## config.mk

```make
export PLATFORM = sky130hd
export DESIGN_NAME = uart_modem_ctrl
export DESIGN_NICKNAME = d
export VERILOG_FILES = /design/src/include/uart_mc_pkg.sv /design/src/uart_modem_ctrl.sv
export SDC_FILE = /design/constraint.sdc
export NUM_CORES = 1
export LEC_CHECK = 0
export ABC_AREA = 1
export BUFFER_PORTS_ARGS = -buffer_cell sky130_fd_sc_hd__buf_2
export CAP_MARGIN = 20
export CORE_ASPECT_RATIO = 0.75
export CORE_MARGIN = 3
export CORE_UTILIZATION = 51
export DETAILED_ROUTE_END_ITERATION = 10
export PLACE_DENSITY_LB_ADDON = 0.08
export SLEW_MARGIN = 0
export SYNTH_ARGS = -nofsm -noshare
export SYNTH_HDL_FRONTEND = slang
export SYNTH_SLANG_ARGS = --single-unit
```

## constraint.sdc

```tcl
create_clock -name clock -period 2.1 [get_ports clock]
set_input_delay 0.315 -clock clock [delete_from_list [all_inputs] [get_ports clock]]
set_output_delay 0.315 -clock clock [all_outputs]
set_load 0.05 [all_outputs]
```

## src/include/uart_mc_pkg.sv

```systemverilog
// Package: register map, bit positions, bus codes and carrier types of the modem control block
package uart_mc_pkg;
   // Register indices; byte address is four times the index
   localparam logic [3:0] IDX_MCR = 4'h0;
   localparam logic [3:0] IDX_IER = 4'h1;
   localparam logic [3:0] IDX_STATUS = 4'h2;
   // Reset values
   localparam logic [7:0] MCR_RESET = 8'h00;
   localparam logic [7:0] IER_RESET = 8'h00;
   // Modem line control fields
   localparam int MCR_HALF = 7;
   localparam int MCR_TX_IND = 6;
   localparam int MCR_AUTO_FLOW = 5;
   localparam int MCR_LOOP = 4;
   localparam int MCR_IRQ_GATE = 3;
   localparam int MCR_USER_OUT = 2;
   localparam int MCR_RTS = 1;
   localparam int MCR_DTR = 0;
   // Interrupt and pin enable fields
   localparam int IER_SOFT_RST = 7;
   localparam int IER_TX_OE = 6;
   localparam int IER_RTS_OE = 5;
   localparam int IER_DTR_OE = 4;
   localparam int IER_MODEM_CHG = 3;
   localparam int IER_LINE_STAT = 2;
   localparam int IER_THR_EMPTY = 1;
   localparam int IER_RX_DATA = 0;
   // Writable masks: full instance and reduced instances
   localparam logic [7:0] MCR_MASK_FULL = 8'hff;
   localparam logic [7:0] MCR_MASK_LITE = 8'h08;
   localparam logic [7:0] IER_MASK_FULL = 8'h7f;
   localparam logic [7:0] IER_MASK_LITE = 8'h47;
   // Receive trigger levels in bytes, by two-bit code
   localparam logic [3:0] TRIG_CODE0 = 4'h1;
   localparam logic [3:0] TRIG_CODE1 = 4'h2;
   localparam logic [3:0] TRIG_CODE2 = 4'h4;
   localparam logic [3:0] TRIG_CODE3 = 4'h7;
   // Bus response codes
   localparam logic [1:0] RESP_OKAY = 2'h0;
   localparam logic [1:0] RESP_SLVERR = 2'h2;

   typedef enum logic [1:0] {
      W_IDLE = 2'b00,
      W_HAVE_ADDR = 2'b01,
      W_HAVE_DATA = 2'b10,
      W_RESP = 2'b11
   } wr_state_t;

   // One pin driver: level and output enable
   typedef struct packed {
      logic out;
      logic oe;
   } pin_drv_t;

   // Modem inputs, all active low
   typedef struct packed {
      logic cts_n;
      logic dsr_n;
      logic ri_n;
      logic dcd_n;
   } modem_in_t;

   // Interrupt sources from the rest of the UART
   typedef struct packed {
      logic rx_data;
      logic line_status;
      logic thr_empty;
      logic cts_change;
      logic modem_other_change;
   } irq_src_t;
endpackage : uart_mc_pkg

```

## src/uart_modem_ctrl.sv

```systemverilog
// Modem line control and interrupt/pin enable registers of a UART, AXI4-Lite slave
// Operation
// - Half-duplex: one shared line, transmit has priority, receive only when idle.
// - Transmit-indication bit puts transmit-busy status onto the DTR pin.
// - Auto flow control: next character starts only while CTS is low.
// - Auto flow control: CTS changes raise no modem status interrupt.
// - Auto RTS: low when receive FIFO empty, high at trigger level.
// - Loopback: all external serial output pins held inactive.
// - Loopback: TXD to RXD, RTS to CTS, DTR to DSR, outputs to RI, DCD.
// - Interrupt request forwarded only while the request gate bit is set.
// - User output bit is stored, drives no pin, seen only in loopback.
// - RTS bit set drives RTS low; clear drives high, the reset default.
// - DTR bit set drives DTR low; clear drives high, the reset default.
// - Modem features and RTS/DTR enables exist only in the first instance.
// - Writing one to soft reset pulses a UART reset, bit self-clears.
// - TXD pin driven only while its output enable bit is set.
// - RTS and DTR pins driven only while their enable bits are set.
// - Modem change interrupt only when its enable bit is set.
// - Line status interrupt only when its enable bit is set.
// - Transmit holding empty interrupt only when its enable bit is set.
// - Receive data interrupt only when its enable bit is set.
// - Receive trigger level code selects 1, 2, 4 or 7 bytes.
//
// The AXI4-Lite interface to the registers and the register addresses were decided locally.
`timescale 1ns/100ps
module uart_modem_ctrl #(
   parameter bit FIRST_INSTANCE = 1'b1,
   parameter int CNT_W = 4
) (
   input wire logic clock,
   input wire logic rstn,
   input wire logic [5:0] s_axi_awaddr,
   input wire logic s_axi_awvalid,
   output logic s_axi_awready,
   input wire logic [31:0] s_axi_wdata,
   input wire logic [3:0] s_axi_wstrb,
   input wire logic s_axi_wvalid,
   output logic s_axi_wready,
   output logic [1:0] s_axi_bresp,
   output logic s_axi_bvalid,
   input wire logic s_axi_bready,
   input wire logic [5:0] s_axi_araddr,
   input wire logic s_axi_arvalid,
   output logic s_axi_arready,
   output logic [31:0] s_axi_rdata,
   output logic [1:0] s_axi_rresp,
   output logic s_axi_rvalid,
   input wire logic s_axi_rready,
   input wire logic txd_core,
   input wire logic tx_busy,
   input wire logic [1:0] rx_trigger_level,
   input wire logic [CNT_W-1:0] rx_fifo_count,
   input wire uart_mc_pkg::irq_src_t irq_src,
   input wire uart_mc_pkg::modem_in_t modem_pins,
   input wire logic rxd_pin,
   input wire logic txd_pin_in,
   output uart_mc_pkg::pin_drv_t txd_pin,
   output uart_mc_pkg::pin_drv_t rts_n_pin,
   output uart_mc_pkg::pin_drv_t dtr_n_pin,
   output logic rxd_core,
   output uart_mc_pkg::modem_in_t modem_core,
   output logic tx_allow,
   output logic soft_reset_pulse,
   output logic irq
);
   localparam logic [7:0] MCR_MASK =
      FIRST_INSTANCE ? uart_mc_pkg::MCR_MASK_FULL : uart_mc_pkg::MCR_MASK_LITE;
   localparam logic [7:0] IER_MASK =
      FIRST_INSTANCE ? uart_mc_pkg::IER_MASK_FULL : uart_mc_pkg::IER_MASK_LITE;

   logic [7:0] modem_line_control;
   logic [7:0] interrupt_and_pin_enable;
   uart_mc_pkg::wr_state_t wr_state;
   logic [3:0] wr_index;
   logic [7:0] wr_byte;
   logic wr_lane;
   logic rts_hold;
   logic [CNT_W-1:0] trig_bytes;
   logic half_duplex_sel;
   logic tx_indicate_on_dtr;
   logic auto_flow_ctrl_en;
   logic loopback_test_en;
   logic irq_request_gate;
   logic user_modem_output;
   logic request_to_send_level;
   logic terminal_ready_level;
   logic rts_n_int;
   logic dtr_n_int;
   logic cts_n_int;
   logic aw_take;
   logic w_take;
   logic [3:0] next_index;
   logic [7:0] next_byte;
   logic next_lane;
   logic do_write;
   logic [3:0] rd_index;
   logic [7:0] rd_byte;
   logic rd_hit;

   // Field views of the control register
   assign half_duplex_sel = modem_line_control[uart_mc_pkg::MCR_HALF];
   assign tx_indicate_on_dtr = modem_line_control[uart_mc_pkg::MCR_TX_IND];
   assign auto_flow_ctrl_en = modem_line_control[uart_mc_pkg::MCR_AUTO_FLOW];
   assign loopback_test_en = modem_line_control[uart_mc_pkg::MCR_LOOP];
   assign irq_request_gate = modem_line_control[uart_mc_pkg::MCR_IRQ_GATE];
   assign user_modem_output = modem_line_control[uart_mc_pkg::MCR_USER_OUT];
   assign request_to_send_level = modem_line_control[uart_mc_pkg::MCR_RTS];
   assign terminal_ready_level = modem_line_control[uart_mc_pkg::MCR_DTR];

   // Write channel: address and data taken in either order
   assign aw_take = s_axi_awvalid && s_axi_awready;
   assign w_take = s_axi_wvalid && s_axi_wready;
   assign next_index = aw_take ? s_axi_awaddr[5:2] : wr_index;
   assign next_byte = w_take ? s_axi_wdata[7:0] : wr_byte;
   assign next_lane = w_take ? s_axi_wstrb[0] : wr_lane;
   assign do_write = (wr_state != uart_mc_pkg::W_RESP)
      && (aw_take || wr_state == uart_mc_pkg::W_HAVE_ADDR)
      && (w_take || wr_state == uart_mc_pkg::W_HAVE_DATA);

   // Write handshake state
   always_ff @(posedge clock or negedge rstn) begin
      if (!rstn) begin
         wr_state <= uart_mc_pkg::W_IDLE;
         s_axi_awready <= 1'b0;
         s_axi_wready <= 1'b0;
         s_axi_bvalid <= 1'b0;
         s_axi_bresp <= uart_mc_pkg::RESP_OKAY;
         wr_index <= 4'h0;
         wr_byte <= 8'h00;
         wr_lane <= 1'b0;
      end else begin
         wr_index <= next_index;
         wr_byte <= next_byte;
         wr_lane <= next_lane;
         case (wr_state)
            uart_mc_pkg::W_IDLE, uart_mc_pkg::W_HAVE_ADDR, uart_mc_pkg::W_HAVE_DATA: begin
               if (do_write) begin
                  wr_state <= uart_mc_pkg::W_RESP;
                  s_axi_awready <= 1'b0;
                  s_axi_wready <= 1'b0;
                  s_axi_bvalid <= 1'b1;
                  s_axi_bresp <= (next_index > uart_mc_pkg::IDX_STATUS) ?
                     uart_mc_pkg::RESP_SLVERR : uart_mc_pkg::RESP_OKAY;
               end else if (aw_take) begin
                  wr_state <= uart_mc_pkg::W_HAVE_ADDR;
                  s_axi_awready <= 1'b0;
               end else if (w_take) begin
                  wr_state <= uart_mc_pkg::W_HAVE_DATA;
                  s_axi_wready <= 1'b0;
               end else begin
                  // Ready only offered in the state that still wants the item
                  s_axi_awready <= (wr_state != uart_mc_pkg::W_HAVE_ADDR);
                  s_axi_wready <= (wr_state != uart_mc_pkg::W_HAVE_DATA);
               end
            end
            uart_mc_pkg::W_RESP: begin
               if (s_axi_bready) begin
                  wr_state <= uart_mc_pkg::W_IDLE;
                  s_axi_bvalid <= 1'b0;
                  s_axi_awready <= 1'b1;
                  s_axi_wready <= 1'b1;
               end
            end
            default: begin
               wr_state <= uart_mc_pkg::W_IDLE;
            end
         endcase
      end
   end

   // Register storage; missing features of reduced instances stay zero
   // masked fields
   always_ff @(posedge clock or negedge rstn) begin
      if (!rstn) begin
         modem_line_control <= uart_mc_pkg::MCR_RESET;
         interrupt_and_pin_enable <= uart_mc_pkg::IER_RESET;
      end else if (do_write && next_lane) begin
         if (next_index == uart_mc_pkg::IDX_MCR) begin
            modem_line_control <= next_byte & MCR_MASK;
         end
         if (next_index == uart_mc_pkg::IDX_IER) begin
            interrupt_and_pin_enable <= next_byte & IER_MASK;
         end
      end
   end

   always_ff @(posedge clock or negedge rstn) begin
      if (!rstn) begin
         soft_reset_pulse <= 1'b0;
      end else begin
         soft_reset_pulse <= do_write && next_lane && next_index == uart_mc_pkg::IDX_IER
            && next_byte[uart_mc_pkg::IER_SOFT_RST];
      end
   end

   // Read path: one read at a time, answer on the next cycle
   assign rd_index = s_axi_araddr[5:2];
   assign rd_hit = rd_index <= uart_mc_pkg::IDX_STATUS;
   // readback of stored bits, reset bit reads zero
   always_comb begin
      case (rd_index)
         uart_mc_pkg::IDX_MCR: rd_byte = modem_line_control;
         uart_mc_pkg::IDX_IER: rd_byte = interrupt_and_pin_enable;
         uart_mc_pkg::IDX_STATUS: rd_byte = {rts_hold, tx_allow, modem_core, 2'h0};
         default: rd_byte = 8'h00;
      endcase
   end

   always_ff @(posedge clock or negedge rstn) begin
      if (!rstn) begin
         s_axi_arready <= 1'b0;
         s_axi_rvalid <= 1'b0;
         s_axi_rdata <= 32'h0000_0000;
         s_axi_rresp <= uart_mc_pkg::RESP_OKAY;
      end else if (s_axi_arvalid && s_axi_arready) begin
         s_axi_arready <= 1'b0;
         s_axi_rvalid <= 1'b1;
         s_axi_rdata <= {24'h00_0000, rd_byte};
         s_axi_rresp <= rd_hit ? uart_mc_pkg::RESP_OKAY : uart_mc_pkg::RESP_SLVERR;
      end else if (s_axi_rvalid && s_axi_rready) begin
         s_axi_rvalid <= 1'b0;
         s_axi_arready <= 1'b1;
      end else if (!s_axi_rvalid) begin
         s_axi_arready <= 1'b1;
      end
   end

   always_comb begin
      case (rx_trigger_level)
         2'b00: trig_bytes = CNT_W'(uart_mc_pkg::TRIG_CODE0);
         2'b01: trig_bytes = CNT_W'(uart_mc_pkg::TRIG_CODE1);
         2'b10: trig_bytes = CNT_W'(uart_mc_pkg::TRIG_CODE2);
         default: trig_bytes = CNT_W'(uart_mc_pkg::TRIG_CODE3);
      endcase
   end

   // hold RTS off from trigger level until the FIFO is empty again
   always_ff @(posedge clock or negedge rstn) begin
      if (!rstn) begin
         rts_hold <= 1'b0;
      end else if (rx_fifo_count == '0) begin
         rts_hold <= 1'b0;
      end else if (rx_fifo_count >= trig_bytes) begin
         rts_hold <= 1'b1;
      end
   end

   // RTS active low, withdrawn while held off
   assign rts_n_int = !(request_to_send_level && !(auto_flow_ctrl_en && rts_hold));
   // DTR active low, or busy indication for a bus driver
   assign dtr_n_int = tx_indicate_on_dtr ? tx_busy : !terminal_ready_level;
   // CTS taken from own RTS in loopback
   assign cts_n_int = loopback_test_en ? rts_n_int : modem_pins.cts_n;

   // Pin drivers, registered so every output comes from a flip-flop
   always_ff @(posedge clock or negedge rstn) begin
      if (!rstn) begin
         txd_pin <= '{out: 1'b1, oe: 1'b0};
         rts_n_pin <= '{out: 1'b1, oe: 1'b0};
         dtr_n_pin <= '{out: 1'b1, oe: 1'b0};
      end else begin
         txd_pin.out <= loopback_test_en ? 1'b1 : txd_core;
         rts_n_pin.out <= loopback_test_en ? 1'b1 : rts_n_int;
         dtr_n_pin.out <= loopback_test_en ? 1'b1 : dtr_n_int;
         // shared line released while not sending
         txd_pin.oe <= interrupt_and_pin_enable[uart_mc_pkg::IER_TX_OE]
            && (!half_duplex_sel || tx_busy);
         rts_n_pin.oe <= interrupt_and_pin_enable[uart_mc_pkg::IER_RTS_OE];
         dtr_n_pin.oe <= interrupt_and_pin_enable[uart_mc_pkg::IER_DTR_OE];
      end
   end

   // Inputs seen by the core receiver and modem status logic
   always_ff @(posedge clock or negedge rstn) begin
      if (!rstn) begin
         rxd_core <= 1'b1;
         modem_core <= '{cts_n: 1'b1, dsr_n: 1'b1, ri_n: 1'b1, dcd_n: 1'b1};
      end else if (loopback_test_en) begin
         // internal loop, user output visible only here
         rxd_core <= txd_core;
         modem_core <= '{cts_n: rts_n_int, dsr_n: dtr_n_int,
                         ri_n: !user_modem_output, dcd_n: !irq_request_gate};
      end else begin
         // receiver sees idle while own transmitter owns the line
         rxd_core <= half_duplex_sel ? (tx_busy ? 1'b1 : txd_pin_in) : rxd_pin;
         modem_core <= modem_pins;
      end
   end

   // next character only while CTS is asserted
   always_ff @(posedge clock or negedge rstn) begin
      if (!rstn) begin
         tx_allow <= 1'b1;
      end else begin
         tx_allow <= !auto_flow_ctrl_en || !cts_n_int;
      end
   end

   always_ff @(posedge clock or negedge rstn) begin
      if (!rstn) begin
         irq <= 1'b0;
      end else begin
         irq <= irq_request_gate && (
            (irq_src.rx_data && interrupt_and_pin_enable[uart_mc_pkg::IER_RX_DATA])
            || (irq_src.thr_empty && interrupt_and_pin_enable[uart_mc_pkg::IER_THR_EMPTY])
            || (irq_src.line_status && interrupt_and_pin_enable[uart_mc_pkg::IER_LINE_STAT])
            || (interrupt_and_pin_enable[uart_mc_pkg::IER_MODEM_CHG]
                && (irq_src.modem_other_change
                    || (irq_src.cts_change && !auto_flow_ctrl_en))));
      end
   end

   // Checks
   a_irq_gate_off: assert property (@(posedge clock) disable iff (!rstn)
      !irq_request_gate |=> !irq) else $error("irq raised with gate closed");
   a_irq_needs_source: assert property (@(posedge clock) disable iff (!rstn)
      irq_request_gate && irq_src == '0 |=> !irq) else $error("irq without source");
   a_cts_irq_masked: assert property (@(posedge clock) disable iff (!rstn)
      auto_flow_ctrl_en && irq_src == 5'b00010 |=> !irq) else $error("cts change irq");
   a_soft_rst_pulse: assert property (@(posedge clock) disable iff (!rstn)
      soft_reset_pulse |=> !soft_reset_pulse && !interrupt_and_pin_enable[7])
      else $error("soft reset not a pulse");
   a_rts_level_manual: assert property (@(posedge clock) disable iff (!rstn)
      !loopback_test_en && !auto_flow_ctrl_en |=> rts_n_pin.out == !$past(request_to_send_level))
      else $error("rts level wrong");
   a_loop_pins_idle: assert property (@(posedge clock) disable iff (!rstn)
      loopback_test_en |=> txd_pin.out && rts_n_pin.out && dtr_n_pin.out)
      else $error("pin active in loopback");
   a_loop_data_path: assert property (@(posedge clock) disable iff (!rstn)
      loopback_test_en |=> rxd_core == $past(txd_core)) else $error("loop data lost");
   a_flow_stall: assert property (@(posedge clock) disable iff (!rstn)
      auto_flow_ctrl_en && cts_n_int |=> !tx_allow) else $error("tx not stalled");
   a_tx_oe_off: assert property (@(posedge clock) disable iff (!rstn)
      !interrupt_and_pin_enable[uart_mc_pkg::IER_TX_OE] |=> !txd_pin.oe)
      else $error("txd driven while disabled");
   a_rts_auto_off: assert property (@(posedge clock) disable iff (!rstn)
      auto_flow_ctrl_en && !loopback_test_en && rts_hold |=> rts_n_pin.out)
      else $error("rts not withdrawn");
   c_loopback: cover property (@(posedge clock) disable iff (!rstn)
      loopback_test_en ##1 rxd_core != rxd_pin);
   c_rts_hold: cover property (@(posedge clock) disable iff (!rstn)
      auto_flow_ctrl_en && rts_hold ##[1:50] !rts_hold);
   c_soft_reset: cover property (@(posedge clock) disable iff (!rstn) soft_reset_pulse);
   c_irq: cover property (@(posedge clock) disable iff (!rstn) !irq ##1 irq);
endmodule : uart_modem_ctrl

```

==> results_dict.tcl, run 1 <==
set metrics [dict create \
    stdcell_count 516 \
    reg2reg_from "s_axi_awready" \
    finalWeightedCongestion 0.840 \
    startpoint "s_axi_awready" \
    critPathTopFamily "simple AND/OR/NAND/NOR gates" \
    vias 2404 \
    regToRegSetupSlack_ps 600 \
    r2r_cells 7 \
    hp-class "in2reg" \
    ios 129 \
    peakVddDrop_mv 0.818 \
    tritoncts "built" \
    grtUsageMet3_pct 6.70 \
    wl_per_cell_um 12.2 \
    dieHeight_um 72.6 \
    numCtsBuffers 9 \
    wl_um 6300 \
    start_util_pct 54.6 \
    cp-start-kind "register" \
    seq_area_frac_synth_pct 50.1 \
    synth_area_um2 3020 \
    diodes 0 \
    p_sw_share_pct 44.7 \
    multiInputGateArea_um2 1240 \
    path_class "reg2reg" \
    rsz0062_at_grt "no" \
    grt_antenna_before_repair 0 \
    min_path_cells 3 \
    drt_iter0_markers 120 \
    top_usage_layer "met1" \
    maxCapViolations 0 \
    p_per_area_nw_per_um2 1290 \
    grt_max_degree 39 \
    dp_cells 499 \
    dr.pass1.iters 4 \
    internal_power_uw 2530 \
    finalCritPeriodShare_pct 71.5 \
    min_from "rx_fifo_count[3]" \
    synth.distinct_cells 27 \
    root_buffer "clkbuf_8" \
    p_leak_uw 0.00207 \
    crit_slowest_cell "dfrtp_1" \
    synthCells 357 \
    power_frac_clock_pct 19.9 \
    fillers 518 \
    synth-seq-cells 60 \
    slew_viol_final 0 \
    layout-drive-gt1-share_pct 26.1 \
    grt_remaining_overflow 0 \
    syn_to_final_growth_pct 17.7 \
    max_freq_ghz 0.666 \
    drcViolationCount 0 \
    min_period_ps 1500 \
    seq_area_um2 1510 \
    clk_latency_ps 340 \
    tns_ps 0 \
    die-area_um2 6890 \
    cp_max_fo 9 \
    maxSlewHeadroom_pct 63.2 \
    p_sw_uw 2050 \
    grtUsageMet1_pct 29.7 \
    r2r_end "modem_line_control[7]" \
    dieWidth_um 94.8 \
    worst_ep_arrival_time_ps 1780 \
    clock_path_buffers 2 \
    cp.required_ps 2380 \
    syn_area_per_cell_um2 8.45 \
    clk_pin_slew_ps 60 \
    hold_viol 0 \
    ctsResizeCount 0 \
    outcome "completed" \
    portBuffers 71 \
    grt_pass1_wl_um 10200 \
    max_stage_delay_ps 480 \
    worst-path-buf-inv 0 \
    power_frac_seq_pct 39.6 \
    nNetsFinal 516 \
    cts.htree.levels 3 \
    grt_use_met2_pct 25.6 \
    core_area_um2 5530 \
    setup_viol 0 \
    grt_pass1_vias 2160 \
    fin_skew_ps 3.93 \
    num_rows 23 \
    detailed_place_hpwl_um 4770 \
    grt_use_total_pct 19.4 \
    end_kind "register" \
    hold-path-endpoint "rts_hold" \
    worst_pin_slew_ps 552 \
    cts_sinks 60 \
    worstPathCellList "nand2_4, nand2_1, nand2_2, nand2_4, nor2_2, nand3_1, nand2_1" \
    via_per_inst 4.66 \
    yosysWarnings 0 \
    power_frac_comb_pct 40.5 \
    ant_nets 0 \
]
[cell usage in the layout (no fill, tap or decap), types with 5 or more instances in the layout]
master	netlist	layout
clkbuf_8	0	11
buf_2	2	71
nand4_1	5	5
conb_1	1	26
dfrtp_1	51	51
nand3_1	36	36
ha_1	6	6
o21ai_0	12	12
dfstp_2	9	9
nor2_1	10	10
nand2_1	127	127
inv_1	35	35
nand2_4	5	5
[cell usage after synthesis]
library cell,count,area (um^2)
nor2_1,10,37.5
inv_1,35,131
o21ai_0,12,60.1
nor2_4,3,33.8
nand2_1,127,477
a22oi_1,1,7.51
nor2_2,3,18.8
o21ai_2,1,8.76
a21boi_0,4,30.0
nand2_2,4,25.0
clkinv_1,1,3.75
dfstp_2,9,236
dfrtp_1,51,1280
clkbuf_1,2,7.51
buf_2,2,10.0
nand3_4,1,17.5
nand2_4,5,56.3
nor2_8,1,20.0
nand4_1,5,31.3
ha_1,6,75.1
or2_2,1,6.26
nand3_1,36,180
buf_4,28,210
o21a_1,4,30.0
o221ai_1,1,8.76
conb_1,1,3.75
a21oi_1,3,15.0
[state kept, by name, indices dropped and copies added, names as in the netlist]
register	cells
wr_lane	1
rts_hold	1
irq	1
s_axi_bvalid	1
rts_n_pin	2
s_axi_rdata	8
wr_byte	8
interrupt_and_pin_enable	7
s_axi_rvalid	1
tx_allow	1
soft_reset_pulse	1
modem_core	4
modem_line_control	8
s_axi_bresp	1
rxd_core	1
s_axi_awready	1
txd_pin	2
s_axi_wready	1
s_axi_rresp	1
dtr_n_pin	2
wr_state	2
s_axi_arready	1
wr_index	4
[worst max path at each step]
stage | end | slack (ps) | cells after the start
finish | modem_line_control[7] | 600 | 7
global route | modem_line_control[7] | 460 | 7
CTS | modem_line_control[7] | 600 | 7
detailed placement | interrupt_and_pin_enable[5] | 500 | 8
global placement | modem_line_control[6] | 520 | 8
floorplan | interrupt_and_pin_enable[1] | 430 | 8
[logic make-up after synthesis]
group	share of synthesized area, %
AOI/OAI and AO/OA	5.31
buffers and inverters	12.0
adders and majority gates	2.49
and+or+nand+nor	29.9
DFF	50.1
other	0.124
[power groups by stage]
stage          Clock (uW)  Sequential, uW  Combinational (uW)
6_report              912            1810                1860
5_1_grt               996            1850                2020
4_1_cts               934            1810                1860
3_5_place_dp            0            1830                1850
3_3_place_gp            0            1820                1820
2_1_floorplan           0            2230                1030
[area by class of cell]
class	instances	area share, %
clock inverter	2	0.282
clock buffer	14	4.58
inverter	36	3.81
sequential	60	42.6
tap	75	2.64
multi-input combinational	254	34.8
timing repair buffer	75	11.3
[through the flow]
stage | power [uW] | utilization [%] | hold WS [ps] | instance area, um^2 | setup slack, ps
final | 4580 | 64.3 | 169 | 3550 | 599
after global routing | 4870 | 64.3 | 164 | 3550 | 464
after CTS | 4610 | 64.3 | 158 | 3550 | 598
after detailed placement | 3680 | 61.0 | 331 | 3370 | 504
after global placement | 3640 | 61.0 | 326 | 3370 | 523
after floorplan | 3260 | - | 19.4 | 3110 | 429
[tightest hold or removal path: cells and delay by family]
family	cells	cell delay (ps)
buffers and inverters	2	110
AND/OR/NAND/NOR	1	50
[layer usage]
| metal | up-vias | wire (um) |
|---|---|---|
| li1 | 1229 | - |
| met1 | 1085 | 3200 |
| met2 | 86 | 2610 |
| met3 | 4 | 450 |
| met4 | 0 | 34 |
| met5 | - | 0 |
[repair_timing]
item | in CTS | in global routing
buffers inserted | 0 | 0
hold buffers | 1 | 0
endpoints found under the hold margin | 22 | 0
Power figures use the tool's default switching activity.
==> run 2, diff against run 1 <==
CORE_UTILIZATION = 48   (was 51)
clock period = 1.4 ns   (was 2.1 ns; I/O delays follow)
==> results_dict.tcl, run 2 (synthesis gave the netlist of run 1 again) <==
set metrics [dict create \
    wl_per_cell_um 12.4 \
    drcViolationCount 0 \
    cts.htree.levels 3 \
    top_layer_used "met4" \
    maxCapViolations 0 \
    clk_pin_slew_ps 70 \
    tritoncts "built" \
    numCtsBuffers 9 \
    portBuffers 71 \
    cts_sinks 60 \
    grt_antenna_before_repair 0 \
    num_rows 24 \
    finalWeightedCongestion 0.792 \
    grt_use_total_pct 19.2 \
    layout-drive-gt1-share_pct 31.7 \
    p_per_area_nw_per_um2 1990 \
    setup_viol 0 \
    reg2reg_from "s_axi_awready" \
    grt_pass1_wl_um 10900 \
    cp-start-kind "register" \
    path_class "reg2reg" \
    cp.required_ps 1640 \
    rsz0062_at_grt "yes" \
    fillers 557 \
    worst_ep_arrival_time_ps 1600 \
    ios 129 \
    wl_um 6590 \
    outcome "completed" \
    ant_nets 0 \
    wl_met2_um 2960 \
    tns_ps 0 \
    syn_to_final_growth_pct 25.9 \
    detailed_place_hpwl_um 5010 \
    die-area_um2 7280 \
    slew_viol_final 0 \
    diodes 0 \
    start_util_pct 50.8 \
    hold_viol 0 \
    grt_max_degree 29 \
    peakVddDrop_mv 1.20 \
    vias 2482 \
    grt_remaining_overflow 0 \
    endpoint "interrupt_and_pin_enable[4]" \
    met1Wirelength_um 3040 \
    p_leak_uw 0.00216 \
    drt_iter0_markers 113 \
    dr_wl_met3_um 507 \
    nNetsFinal 529 \
    dieHeight_um 74.7 \
    mostFrequentLayoutCell "nand2_1" \
    fin_util_pct 63.9 \
    min_period_ps 1360 \
    reg_top3 "modem_line_control x8, s_axi_rdata x8, wr_byte x8" \
    dieWidth_um 97.6 \
    finalCritPeriodShare_pct 97.3 \
    via_per_inst 4.67 \
    max_freq_ghz 0.734 \
    hp-class "in2reg" \
    end_kind "register" \
    root_buffer "clkbuf_8" \
    fin_skew_ps 8.72 \
    core_area_um2 5950 \
    r2r_end "interrupt_and_pin_enable[4]" \
    grt_pass1_vias 2339 \
    startpoint "s_axi_awready" \
    layout_common_cells "116 x nand2_1, 71 x buf_2, 49 x dfrtp_1, 35 x inv_1, 35 x nand3_1" \
    dr.pass1.iters 4 \
    clk_latency_ps 350 \
    r2r_cells 9 \
    regToRegSetupSlack_ps 40 \
    clock_path_buffers 2 \
    cp_max_fo 8 \
]
## run 2: critical path, cell delays in order (launching register included)
cell and delay (ps):
dfrtp_2 410, buf_6 140, nand2_8 70, nand2_2 50, nand2_2 90, nand2_2 70, nor2_4 180, nand2_4 120
nand2_2 80, nand2_1 50
## run 2: per-layer routing
metal	up-vias	GRT usage, %
met1	1129	25.2
met5	-	0
li1	1264	-
met2	78	30.1
met3	11	7.04
met4	0	6.30
## run 2: metrics by stage
| stage | setup WS (ps) | hold WS [ps] | area (um^2) | total power (uW) | cells |
|---|---|---|---|---|---|
| floorplan | -48.6 | -85.6 | 3150 | 4980 | 382 |
| global placement | -35.6 | 160 | 3490 | 5640 | 511 |
| detailed placement | -61.4 | 166 | 3490 | 5700 | 511 |
| CTS | 9.55 | 38.9 | 3720 | 7480 | 528 |
| global route | -42.0 | 44.1 | 3800 | 8070 | 532 |
| finish | 38.0 | 50.1 | 3800 | 7560 | 532 |
## run 2: cell type report
cell class              count  area (um^2)  share of cell area [%]
flip-flops and latches     60         1520                    39.9
repair buffers             87          532                    14.0
clock inverters             4         72.6                    1.91
clock buffers              12          145                    3.82
well taps                  78         97.6                    2.57
multi-input cells         255         1300                    34.3
inverters                  36          135                    3.56
## run 2: repair_timing
item                                    in CTS  in global routing
resized for setup                            2                 12
endpoints found under the setup margin       5                 15
hold endpoints to repair                    13                  0
hold buffers                                 1                  0
cloned                                       0                  1
buffers inserted                             0                  3
pin swaps                                    1                  4
## run 2: how the worst min path moves through the flow
stage	startpoint	endpoint	slack [ps]	cells after the start
after detailed placement	rstn	rts_n_pin[0]	170	1
after floorplan	rstn	dtr_n_pin[0]	-90	0
after global placement	rstn	rts_n_pin[0]	160	1
final	rx_fifo_count[3]	rts_hold	50	3
after CTS	rx_fifo_count[3]	rts_hold	40	3
after global routing	rx_fifo_count[3]	rts_hold	40	3
## run 2: where the power goes
part | switching [uW] | internal (uW) | total (uW)
logic | 2210 | 925 | 3130
clock network | 683 | 1050 | 1730
registers | 340 | 2360 | 2700
